File: config.mk
export PLATFORM = sky130hd
export DESIGN_NAME = mtr_top
export DESIGN_NICKNAME = d
export VERILOG_FILES = /design/src/mtr_pkg.sv /design/src/mtr_top.sv /design/src/mtr_index.sv /design/src/mtr_combine.sv
export SDC_FILE = /design/constraint.sdc
export NUM_CORES = 1
export LEC_CHECK = 0
export BUFFER_PORTS_ARGS = -buffer_cell sky130_fd_sc_hd__buf_2
export CAP_MARGIN = 20
export CORE_UTILIZATION = 35
export CTS_CLUSTER_SIZE = 12
export DETAILED_ROUTE_END_ITERATION = 12
export PLACE_DENSITY_LB_ADDON = 0.12
export RECOVER_POWER = 50
export SLEW_MARGIN = 20
export SYNTH_ARGS = -nofsm -noshare
export SYNTH_HDL_FRONTEND = slang
export SYNTH_HIERARCHICAL = 1
export SYNTH_SLANG_ARGS = --single-unit
export TNS_END_PERCENT = 1
File: constraint.sdc
create_clock -name CLK -period 8.5 [get_ports CLK]
set_input_delay 1.7 -clock CLK [delete_from_list [all_inputs] [get_ports CLK]]
set_output_delay 1.7 -clock CLK [all_outputs]
set_load 0.02 [all_outputs]
File: src/mtr_pkg.sv
// Purpose: Shared constants and types of the memory type resolver
// Assumes: APB register window, 32-bit data, byte offsets
// Notes:   Type encodings are 3 bits; table slots occupy the low bits of each byte
package mtr_pkg;

    typedef logic [2:0] mtr_type_t;
    typedef logic [2:0] mtr_idx_t;

    typedef enum logic [1:0] {
        LVL_LEAF,
        LVL_LARGE,
        LVL_UPPER
    } mtr_level_e;

    // Memory type encodings
    localparam mtr_type_t MT_UNCACHED_STRICT = 3'h0;
    localparam mtr_type_t MT_WRITE_COMBINING = 3'h1;
    localparam mtr_type_t MT_WRITE_THROUGH   = 3'h4;
    localparam mtr_type_t MT_WRITE_PROTECT   = 3'h5;
    localparam mtr_type_t MT_WRITE_BACK      = 3'h6;
    localparam mtr_type_t MT_UNCACHED_WEAK   = 3'h7;

    // Table entry bit positions
    localparam int ENT_HI_BIT_LEAF  = 7;
    localparam int ENT_HI_BIT_LARGE = 12;
    localparam int ENT_CD_BIT       = 4;
    localparam int ENT_WT_BIT       = 3;
    localparam int ENT_W            = 13;

    // Table layout
    localparam int SLOT_NUM    = 8;
    localparam int SLOT_STRIDE = 8;
    localparam int TYPE_W      = 3;
    localparam logic [63:0] TABLE_RESET = 64'h0007040600070406;

    // Register byte offsets
    localparam logic [11:0] OFS_TABLE_LO    = 12'h000;
    localparam logic [11:0] OFS_TABLE_HI    = 12'h004;
    localparam logic [11:0] OFS_FEAT_FUNC   = 12'h008;
    localparam logic [11:0] OFS_FEAT_RESULT = 12'h00C;
    localparam logic [11:0] OFS_STATUS      = 12'h010;

    // Feature query
    localparam logic [31:0] FEAT_FUNC_STD  = 32'h00000001;
    localparam logic [31:0] FEAT_FUNC_EXT  = 32'h80000001;
    localparam int          FEAT_TABLE_BIT = 16;

    // Status fields
    localparam int STAT_FAULT_BIT = 0;
    localparam int STAT_IDX_LSB   = 4;

endpackage

File: src/mtr_top.sv
// Purpose: Memory type resolver with attribute table behind an APB slave
// Assumes: Walker and access inputs synchronous to CLK
// Notes:   Request and its resolved type leave together one cycle after entry
//
// How it works
// - High index bit is entry bit 7 for leaf, bit 12 for large page.
// - Entries without a high index bit use zero for it.
// - Cache-disable is entry bit 4, writethrough is entry bit 3.
// - Slot index is high bit, cache-disable, writethrough, most significant first.
// - Reset loads write-back, write-through, weak uncached, strict uncached, twice.
// - Slots hold only the six supported type encodings.
// - Bad encoding or reserved bits raise a fault and leave the table alone.
// - Feature result bit 16 set for query function 1 or 8000_0001h.
// - Table lookup is always on; no disable control exists.
// - Index bits captured at translation select the slot applied to the access.
// - Upper-level fetches use only the first four slots.
// - Weak uncached gives write-combining for such range, otherwise strict uncached.
// - Strict, combining fixed; write-back follows range; write-through kept for through or back ranges, else uncached.
// - Write-protect gives write-protect for protect or back ranges, else uncached.
// - Any undefined combination resolves to strict uncached.
// - Disabled range registers act as strict uncached range.
//
// The APB register port and the register offsets are this design's own decisions.
`timescale 1ns/1ps
module mtr_top
    import mtr_pkg::*;
(
    input  wire logic                     CLK,
    input  wire logic                     SYS_RST,
    input  wire logic                     PSEL,
    input  wire logic                     PENABLE,
    input  wire logic                     PWRITE,
    input  wire logic [11:0]              PADDR,
    input  wire logic [31:0]              PWDATA,
    output logic [31:0]                   PRDATA,
    output logic                          PREADY,
    output logic                          PSLVERR,
    input  wire logic                     WALK_VALID,
    input  wire mtr_pkg::mtr_level_e      WALK_LEVEL,
    input  wire logic [mtr_pkg::ENT_W-1:0] WALK_ENTRY,
    output logic                          FETCH_VALID,
    output logic [2:0]                    FETCH_TYPE,
    input  wire logic                     ACC_VALID,
    input  wire logic [2:0]               RANGE_TYPE,
    input  wire logic                     RANGE_EN,
    output logic                          ACC_OUT_VALID,
    output logic [2:0]                    ACC_TYPE,
    output logic                          PROT_FAULT
);
    import mtr_pkg::*;

    ////////////////////////////////////////////////////////////////////////////
    // Helpers

    function automatic logic word_ok(input logic [31:0] w);
        logic ok;
        ok = 1'b1;
        for (int b = 0; b < 4; b++) begin
            if (w[b*SLOT_STRIDE+TYPE_W +: SLOT_STRIDE-TYPE_W] != '0) begin
                ok = 1'b0;
            end
            case (w[b*SLOT_STRIDE +: TYPE_W])
                MT_UNCACHED_STRICT, MT_WRITE_COMBINING, MT_WRITE_THROUGH,
                MT_WRITE_PROTECT, MT_WRITE_BACK, MT_UNCACHED_WEAK: ;
                default: ok = 1'b0;
            endcase
        end
        return ok;
    endfunction

    function automatic logic [2:0] slot_of(input logic [63:0] t, input logic [2:0] i);
        return t[i*SLOT_STRIDE +: TYPE_W];
    endfunction

    ////////////////////////////////////////////////////////////////////////////
    // Register bus

    logic [63:0] table_reg;
    logic [31:0] feat_func_reg;
    logic        fault_reg;
    logic [2:0]  idx_reg;
    logic        setup;
    logic        access;
    logic        wr_lo;
    logic        wr_hi;
    logic        bad_wr;
    logic        mapped;
    logic [31:0] rd_next;
    logic        feat_hit;

    assign setup    = PSEL && !PENABLE;
    assign access   = PSEL && PENABLE && PREADY;
    assign feat_hit = (feat_func_reg == FEAT_FUNC_STD) || (feat_func_reg == FEAT_FUNC_EXT);
    assign mapped   = (PADDR == OFS_TABLE_LO) || (PADDR == OFS_TABLE_HI) || (PADDR == OFS_FEAT_FUNC) ||
                      (PADDR == OFS_FEAT_RESULT) || (PADDR == OFS_STATUS);
    assign bad_wr   = PWRITE && ((PADDR == OFS_TABLE_LO) || (PADDR == OFS_TABLE_HI)) && !word_ok(PWDATA);
    assign wr_lo    = access && PWRITE && (PADDR == OFS_TABLE_LO) && !PSLVERR;
    assign wr_hi    = access && PWRITE && (PADDR == OFS_TABLE_HI) && !PSLVERR;

    always_comb begin
        rd_next = 32'h00000000;
        case (PADDR)
            OFS_TABLE_LO:    rd_next = table_reg[31:0];
            OFS_TABLE_HI:    rd_next = table_reg[63:32];
            OFS_FEAT_FUNC:   rd_next = feat_func_reg;
            OFS_FEAT_RESULT: rd_next[FEAT_TABLE_BIT] = feat_hit;
            OFS_STATUS: begin
                rd_next[STAT_FAULT_BIT] = fault_reg;
                rd_next[STAT_IDX_LSB +: 3] = idx_reg;
            end
            default:         rd_next = 32'h00000000;
        endcase
    end

    // No wait state: answer prepared in setup, ready in the first access cycle
    always_ff @(posedge CLK or posedge SYS_RST) begin
        if (SYS_RST) begin
            PREADY  <= 1'b0;
            PSLVERR <= 1'b0;
            PRDATA  <= 32'h00000000;
        end
        else begin
            PREADY <= setup;
            if (setup) begin
                PSLVERR <= !mapped || bad_wr;
                PRDATA  <= PWRITE ? 32'h00000000 : rd_next;
            end
            else if (access) begin
                PSLVERR <= 1'b0;
            end
        end
    end

    // No enable bit exists: the table is always consulted
    always_ff @(posedge CLK or posedge SYS_RST) begin
        if (SYS_RST) begin
            table_reg <= TABLE_RESET;
        end
        else if (wr_lo) begin
            table_reg[31:0] <= PWDATA;
        end
        else if (wr_hi) begin
            table_reg[63:32] <= PWDATA;
        end
    end

    always_ff @(posedge CLK or posedge SYS_RST) begin
        if (SYS_RST) begin
            feat_func_reg <= 32'h00000000;
        end
        else if (access && PWRITE && PADDR == OFS_FEAT_FUNC) begin
            feat_func_reg <= PWDATA;
        end
    end

    // Fault pulse and sticky flag; a new fault wins over a clear
    always_ff @(posedge CLK or posedge SYS_RST) begin
        if (SYS_RST) begin
            PROT_FAULT <= 1'b0;
            fault_reg  <= 1'b0;
        end
        else begin
            PROT_FAULT <= access && bad_wr;
            if (access && bad_wr) begin
                fault_reg <= 1'b1;
            end
            else if (access && PWRITE && PADDR == OFS_STATUS && PWDATA[STAT_FAULT_BIT]) begin
                fault_reg <= 1'b0;
            end
        end
    end

    ////////////////////////////////////////////////////////////////////////////
    // Translation and access

    logic [2:0] walk_idx;
    logic [2:0] fetch_eff;
    logic [2:0] acc_eff;

    mtr_index u_index (
        .entry (WALK_ENTRY),
        .level (WALK_LEVEL),
        .idx   (walk_idx)
    );

    mtr_combine u_fetch_comb (
        .slot_type  (slot_of(table_reg, walk_idx)),
        .range_type (RANGE_TYPE),
        .range_en   (RANGE_EN),
        .eff_type   (fetch_eff)
    );

    mtr_combine u_acc_comb (
        .slot_type  (slot_of(table_reg, idx_reg)),
        .range_type (RANGE_TYPE),
        .range_en   (RANGE_EN),
        .eff_type   (acc_eff)
    );

    always_ff @(posedge CLK or posedge SYS_RST) begin
        if (SYS_RST) begin
            idx_reg <= 3'h0;
        end
        else if (WALK_VALID && WALK_LEVEL != LVL_UPPER) begin
            idx_reg <= walk_idx;
        end
    end

    always_ff @(posedge CLK or posedge SYS_RST) begin
        if (SYS_RST) begin
            FETCH_VALID <= 1'b0;
            FETCH_TYPE  <= MT_UNCACHED_STRICT;
        end
        else begin
            FETCH_VALID <= WALK_VALID && WALK_LEVEL == LVL_UPPER;
            if (WALK_VALID && WALK_LEVEL == LVL_UPPER) begin
                FETCH_TYPE <= fetch_eff;
            end
        end
    end

    always_ff @(posedge CLK or posedge SYS_RST) begin
        if (SYS_RST) begin
            ACC_OUT_VALID <= 1'b0;
            ACC_TYPE      <= MT_UNCACHED_STRICT;
        end
        else begin
            ACC_OUT_VALID <= ACC_VALID;
            if (ACC_VALID) begin
                ACC_TYPE <= acc_eff;
            end
        end
    end

    ////////////////////////////////////////////////////////////////////////////
    // Assertions

    AST_RESET_TABLE: assert property (@(posedge CLK) $fell(SYS_RST) |-> table_reg == TABLE_RESET)
        else $error("table not at reset values");

    AST_FAULT_KEEP: assert property (@(posedge CLK) disable iff (SYS_RST)
        access && bad_wr |=> $stable(table_reg))
        else $error("table changed by a rejected write");

    AST_FAULT_PULSE: assert property (@(posedge CLK) disable iff (SYS_RST)
        access && bad_wr |=> PROT_FAULT ##1 !PROT_FAULT)
        else $error("fault pulse missing or too long");

    AST_SLOTS_LEGAL: assert property (@(posedge CLK) disable iff (SYS_RST)
        word_ok(table_reg[31:0]) && word_ok(table_reg[63:32]))
        else $error("table holds an unsupported encoding");

    AST_FEATURE: assert property (@(posedge CLK) disable iff (SYS_RST)
        setup && !PWRITE && PADDR == OFS_FEAT_RESULT && feat_func_reg == FEAT_FUNC_EXT
        |=> PREADY && PRDATA[FEAT_TABLE_BIT])
        else $error("feature bit not reported");

    AST_FEATURE_STD: assert property (@(posedge CLK) disable iff (SYS_RST)
        setup && !PWRITE && PADDR == OFS_FEAT_RESULT && feat_func_reg == FEAT_FUNC_STD
        |=> PREADY && PRDATA[FEAT_TABLE_BIT])
        else $error("feature bit not reported for standard query");

    AST_FEATURE_OFF: assert property (@(posedge CLK) disable iff (SYS_RST)
        setup && !PWRITE && PADDR == OFS_FEAT_RESULT
        && feat_func_reg != FEAT_FUNC_STD && feat_func_reg != FEAT_FUNC_EXT
        |=> PREADY && !PRDATA[FEAT_TABLE_BIT])
        else $error("feature bit reported for another query");

    AST_CAPTURE: assert property (@(posedge CLK) disable iff (SYS_RST)
        WALK_VALID && WALK_LEVEL == LVL_LARGE
        |=> idx_reg == {$past(WALK_ENTRY[ENT_HI_BIT_LARGE]), $past(WALK_ENTRY[ENT_CD_BIT]),
                        $past(WALK_ENTRY[ENT_WT_BIT])})
        else $error("index not captured from large page entry");

    AST_CAPTURE_LEAF: assert property (@(posedge CLK) disable iff (SYS_RST)
        WALK_VALID && WALK_LEVEL == LVL_LEAF
        |=> idx_reg == {$past(WALK_ENTRY[ENT_HI_BIT_LEAF]), $past(WALK_ENTRY[ENT_CD_BIT]),
                        $past(WALK_ENTRY[ENT_WT_BIT])})
        else $error("index not captured from leaf entry");

    AST_UPPER_LOW4: assert property (@(posedge CLK) disable iff (SYS_RST)
        WALK_VALID && WALK_LEVEL == LVL_UPPER |-> !walk_idx[2])
        else $error("upper level reached upper slots");

    AST_FETCH_OUT: assert property (@(posedge CLK) disable iff (SYS_RST)
        WALK_VALID && WALK_LEVEL == LVL_UPPER |=> FETCH_VALID)
        else $error("upper level fetch type not presented");

    AST_ACC_TOGETHER: assert property (@(posedge CLK) disable iff (SYS_RST)
        ACC_VALID && slot_of(table_reg, idx_reg) == MT_UNCACHED_STRICT
        |=> ACC_OUT_VALID && ACC_TYPE == MT_UNCACHED_STRICT)
        else $error("strict uncached slot not honoured");

    AST_ACC_OUT: assert property (@(posedge CLK) disable iff (SYS_RST)
        ACC_VALID |=> ACC_OUT_VALID)
        else $error("access left without its type");

    AST_ACC_IDLE: assert property (@(posedge CLK) disable iff (SYS_RST)
        !ACC_VALID |=> !ACC_OUT_VALID)
        else $error("access output without a request");

    AST_RANGE_OFF: assert property (@(posedge CLK) disable iff (SYS_RST)
        ACC_VALID && !RANGE_EN && slot_of(table_reg, idx_reg) == MT_WRITE_BACK
        |=> ACC_TYPE == MT_UNCACHED_STRICT)
        else $error("disabled range did not default to uncached");

    AST_RANGE_RSVD: assert property (@(posedge CLK) disable iff (SYS_RST)
        ACC_VALID && RANGE_EN && (RANGE_TYPE == 3'h2 || RANGE_TYPE == 3'h3 || RANGE_TYPE == 3'h7)
        && slot_of(table_reg, idx_reg) == MT_WRITE_BACK |=> ACC_TYPE == MT_UNCACHED_STRICT)
        else $error("undefined range type not resolved to uncached");

    AST_WB_FOLLOWS: assert property (@(posedge CLK) disable iff (SYS_RST)
        ACC_VALID && RANGE_EN && RANGE_TYPE == MT_WRITE_PROTECT
        && slot_of(table_reg, idx_reg) == MT_WRITE_BACK |=> ACC_TYPE == MT_WRITE_PROTECT)
        else $error("write-back slot did not follow the range type");

    AST_WEAK_WC: assert property (@(posedge CLK) disable iff (SYS_RST)
        ACC_VALID && RANGE_EN && RANGE_TYPE == MT_WRITE_COMBINING
        && slot_of(table_reg, idx_reg) == MT_UNCACHED_WEAK |=> ACC_TYPE == MT_WRITE_COMBINING)
        else $error("weak uncached not overridden by combining range");

endmodule

File: src/mtr_index.sv
// Purpose: Forms the 3-bit slot index from a table entry
// Assumes: Entry bits are stable while the walker presents them
// Notes:   Purely combinational
`timescale 1ns/1ps
module mtr_index
    import mtr_pkg::*;
(
    input  wire logic [mtr_pkg::ENT_W-1:0] entry,
    input  wire mtr_pkg::mtr_level_e       level,
    output logic [2:0]                     idx
);
    logic hi_bit;

    always_comb begin
        case (level)
            LVL_LEAF:  hi_bit = entry[ENT_HI_BIT_LEAF];
            LVL_LARGE: hi_bit = entry[ENT_HI_BIT_LARGE];
            LVL_UPPER: hi_bit = 1'b0;
            default:   hi_bit = 1'b0;
        endcase
    end

    // Upper levels have no high bit, so only the first four slots are reachable
    assign idx = {hi_bit, entry[ENT_CD_BIT], entry[ENT_WT_BIT]};
endmodule

File: src/mtr_combine.sv
// Purpose: Merges a table slot type with the range type into the effective type
// Assumes: Range type is only meaningful when range_en is high
// Notes:   Anything not listed falls back to the strict uncached type
`timescale 1ns/1ps
module mtr_combine
    import mtr_pkg::*;
(
    input  wire logic [2:0] slot_type,
    input  wire logic [2:0] range_type,
    input  wire logic       range_en,
    output logic [2:0]      eff_type
);
    logic [2:0] rng;

    always_comb begin
        rng = MT_UNCACHED_STRICT;
        if (range_en) begin
            case (range_type)
                MT_UNCACHED_STRICT, MT_WRITE_COMBINING, MT_WRITE_THROUGH,
                MT_WRITE_PROTECT, MT_WRITE_BACK: rng = range_type;
                default: rng = MT_UNCACHED_STRICT;
            endcase
        end
        else begin
            rng = MT_UNCACHED_STRICT;
        end
        eff_type = MT_UNCACHED_STRICT;
        case (slot_type)
            MT_UNCACHED_STRICT: eff_type = MT_UNCACHED_STRICT;
            MT_WRITE_COMBINING: eff_type = MT_WRITE_COMBINING;
            MT_WRITE_BACK:      eff_type = rng;
            MT_WRITE_THROUGH: begin
                if (rng == MT_WRITE_THROUGH || rng == MT_WRITE_BACK) begin
                    eff_type = MT_WRITE_THROUGH;
                end
                else begin
                    eff_type = MT_UNCACHED_STRICT;
                end
            end
            MT_WRITE_PROTECT: begin
                if (rng == MT_WRITE_PROTECT || rng == MT_WRITE_BACK) begin
                    eff_type = MT_WRITE_PROTECT;
                end
                else begin
                    eff_type = MT_UNCACHED_STRICT;
                end
            end
            MT_UNCACHED_WEAK: begin
                if (rng == MT_WRITE_COMBINING) begin
                    eff_type = MT_WRITE_COMBINING;
                end
                else begin
                    eff_type = MT_UNCACHED_STRICT;
                end
            end
            default: eff_type = MT_UNCACHED_STRICT;
        endcase
    end
endmodule

==> qor.txt <==
Mapped Area -> 0.00711 sq mm
Peak VDD IR -> 125 uV
final design utilization -> 42.8%
Yosys reg bits -> 143
synthesis-to-layout area growth -> 18.2%
layout cells sized above 1 -> 38.5%
pwr/cell area -> 196 mW/mm^2
routed vias -> 4767
die area -> 0.0209 sq mm
Unique masters post-synth -> 48
Worst-path clk slew -> 60 ps
Die X -> 145 microns
main flop type after synthesis -> dfrtp_1
failing checks -> capacitance limit, slew limit
TritonRoute pass-1 iters -> 4
crit path launch type -> primary input
CTS tree -> yes
num ports -> 113
Synth Net Count -> 619
H-tree Lvls -> 4
# resized after CTS -> 0
hold_buf cts -> 0
max FFs per register -> 64
CTS sink cnt -> 143
worst-margin pin slew -> 2850 ps
sequential element share of the synthesized area -> 50.6%
XOR/XNOR Fraction of Synth Area -> 0%
Slew headroom -> -90.8%
number of antenna violations at the first check in global routing -> 1
worst-path fanout max -> 29
pre-CTS worst setup slack -> 4000 ps
largest stage delay on the critical path -> 1040 ps
Commonest cells post-synth -> 131 x dfrtp_1, 63 x mux2_2, 60 x mux2_4
Hold Slack -> 474 ps
Tmin final -> 4060 ps
Pwr Total -> 1.65 mW
core area -> 0.0197 sq mm
GRT overflow -> 0
Area after DPL -> 0.00776 sq mm
Max Freq -> 246 MHz
Final Setup Violations -> 0
Final Max Slew Viols -> 99
hpwl dp -> 12200 microns
Static Leak -> 4.02 nW
gpl congestion -> 0.777
average cell area after synthesis -> 12.9 sq um
share of the synthesized area in the top cell type -> 46.1%
fillers -> 1920
largest family of logic cells by synthesized area -> multiplexers
Worst EP arrival -> 4380 ps
asr flop ratio synth -> 100%
worst skew pair latency -> 420 ps
vias in the first global route -> 5020
global-route wire length before repair -> 28700 microns
fin cells -> 917
Residual DRC -> 0
Worst EP required -> 8820 ps
clk buf depth -> 2
Crit Path Category -> primary input to flop
final count of hold timing violations -> 0
die height -> 145 microns
final wirelength -> 18300 microns
crit path max-delay cell type -> nor4b_2
largest net degree at the start of global routing -> 83
Critical Path Sink Type -> flop
status -> complete, but fails checks
Ant. Diodes -> 0
crit-path cells -> buf_2 > nor3b_1 > nor4b_2 > a22oi_1 > o21ai_0
number of I/O port buffers -> 103
worst hold-check path type -> flop to flop
maxcap violations -> 2
count leader, synth -> dfrtp_1
DP Cell Count -> 884
row count -> 51
mux contribution to synthesized area -> 29.7%
adder-cell share of the synthesized area -> 0.141%
Post-synth EDFFs -> 0
Setup TNS Final -> 0 ps
Vias per Instance -> 5.20
Setup Buffers After CTS -> 0
DRT iter0 DRCs -> 253
crit share post-route -> 47.8%
Clock Skews -> 8.25 ps
Final Cell Area -> 0.00840 sq mm
Initial Utilization -> 36.2%
Synth area leaders -> dfrtp_1 46%, mux2_4 13%, mux2_2 10%
post-synth top area cell -> dfrtp_1
clk root buf -> clkbuf_16
Antenna Violating Nets Remaining -> 0
Wirelength per Cell -> 19.9 microns
final worst slack -> 4440 ps
Simple-Gate Fraction of Synth Area -> 8.20%
Compound-Gate Fraction of Synth Area -> 7.48%
Synth warnings -> 6
CTS Buf Count -> 17
nets -> 709
GRT Overall Usage -> 18.6%
RSZ-0062 raised after global routing -> false
Syn Inst Count -> 549
[cell type report]
class | count | area [sq um] | share of cell area, %
well taps | 265 | 332 | 3.95
repair buffers | 108 | 507 | 6.03
flip-flops and latches | 143 | 3590 | 42.8
clock inverters | 15 | 267 | 3.17
clock buffers | 17 | 425 | 5.06
inverters | 11 | 42.5 | 0.506
multi-input cells | 358 | 3240 | 38.5
[layout by cell type (no fill, tap or decap), types with 3 or more instances in the layout]
| master | count |
|---|---|
| dfrtp_1 | 131 |
| mux2_2 | 62 |
| mux2_4 | 60 |
| buf_2 | 56 |
| clkbuf_1 | 48 |
| nand2_1 | 41 |
| o21ai_0 | 36 |
| mux2i_1 | 21 |
| nor2_1 | 20 |
| a21oi_1 | 19 |
| clkbuf_16 | 17 |
| nor4_1 | 15 |
| a22oi_1 | 15 |
| mux4_2 | 12 |
| dfstp_2 | 12 |
| inv_1 | 10 |
| bufinv_16 | 7 |
| clkinvlp_4 | 5 |
| a2bb2oi_1 | 4 |
| nand3_1 | 4 |
| o22ai_1 | 3 |
| or2_2 | 3 |
| or4_1 | 3 |
| or3_1 | 3 |
| nand4_1 | 3 |
| nor3_1 | 3 |
| mux2_1 | 3 |
[path summary, 6_finish.rpt]
check,depth (start not counted),to,slack (ps),startpoint
min in group asynchronous,2,PRDATA[5],2080,SYS_RST
hold reg to reg,2,PRDATA[24],470,PRDATA[24]
setup reg to reg,4,feat_func_reg[25],6140,PREADY
hold / removal,2,PRDATA[24],470,PRDATA[24]
max in group asynchronous,3,PRDATA[11],4770,SYS_RST
setup / recovery,5,PRDATA[17],4440,PADDR[2]
[worst max-delay path, delay by kind of cell]
family                 cells  cell delay (ps)
AO/OA/AOI/OAI              2              480
AND/OR/NAND/NOR            2             1670
buffers and inverters      1              520
[report_power, final]
group / internal, mW / switching [mW]
clock network: 0.579 / 0.298
logic: 0.0281 / 0.0521
registers: 0.684 / 0.00685
total: 1.29 / 0.357
[routing by layer]
metal / GRT usage [%] / wire [microns]
met3: 3.54 / 711
met4: 6.98 / 342
met1: 24.4 / 8340
met2: 30.2 / 8860
met5: 0 / 10
[cells by family after synthesis]
group,after synthesis
compound gates,87
fa+ha+maj,1
buf+inv,48
flops,143
mux,158
simple gates,112
(Power assumes the default switching activity.)
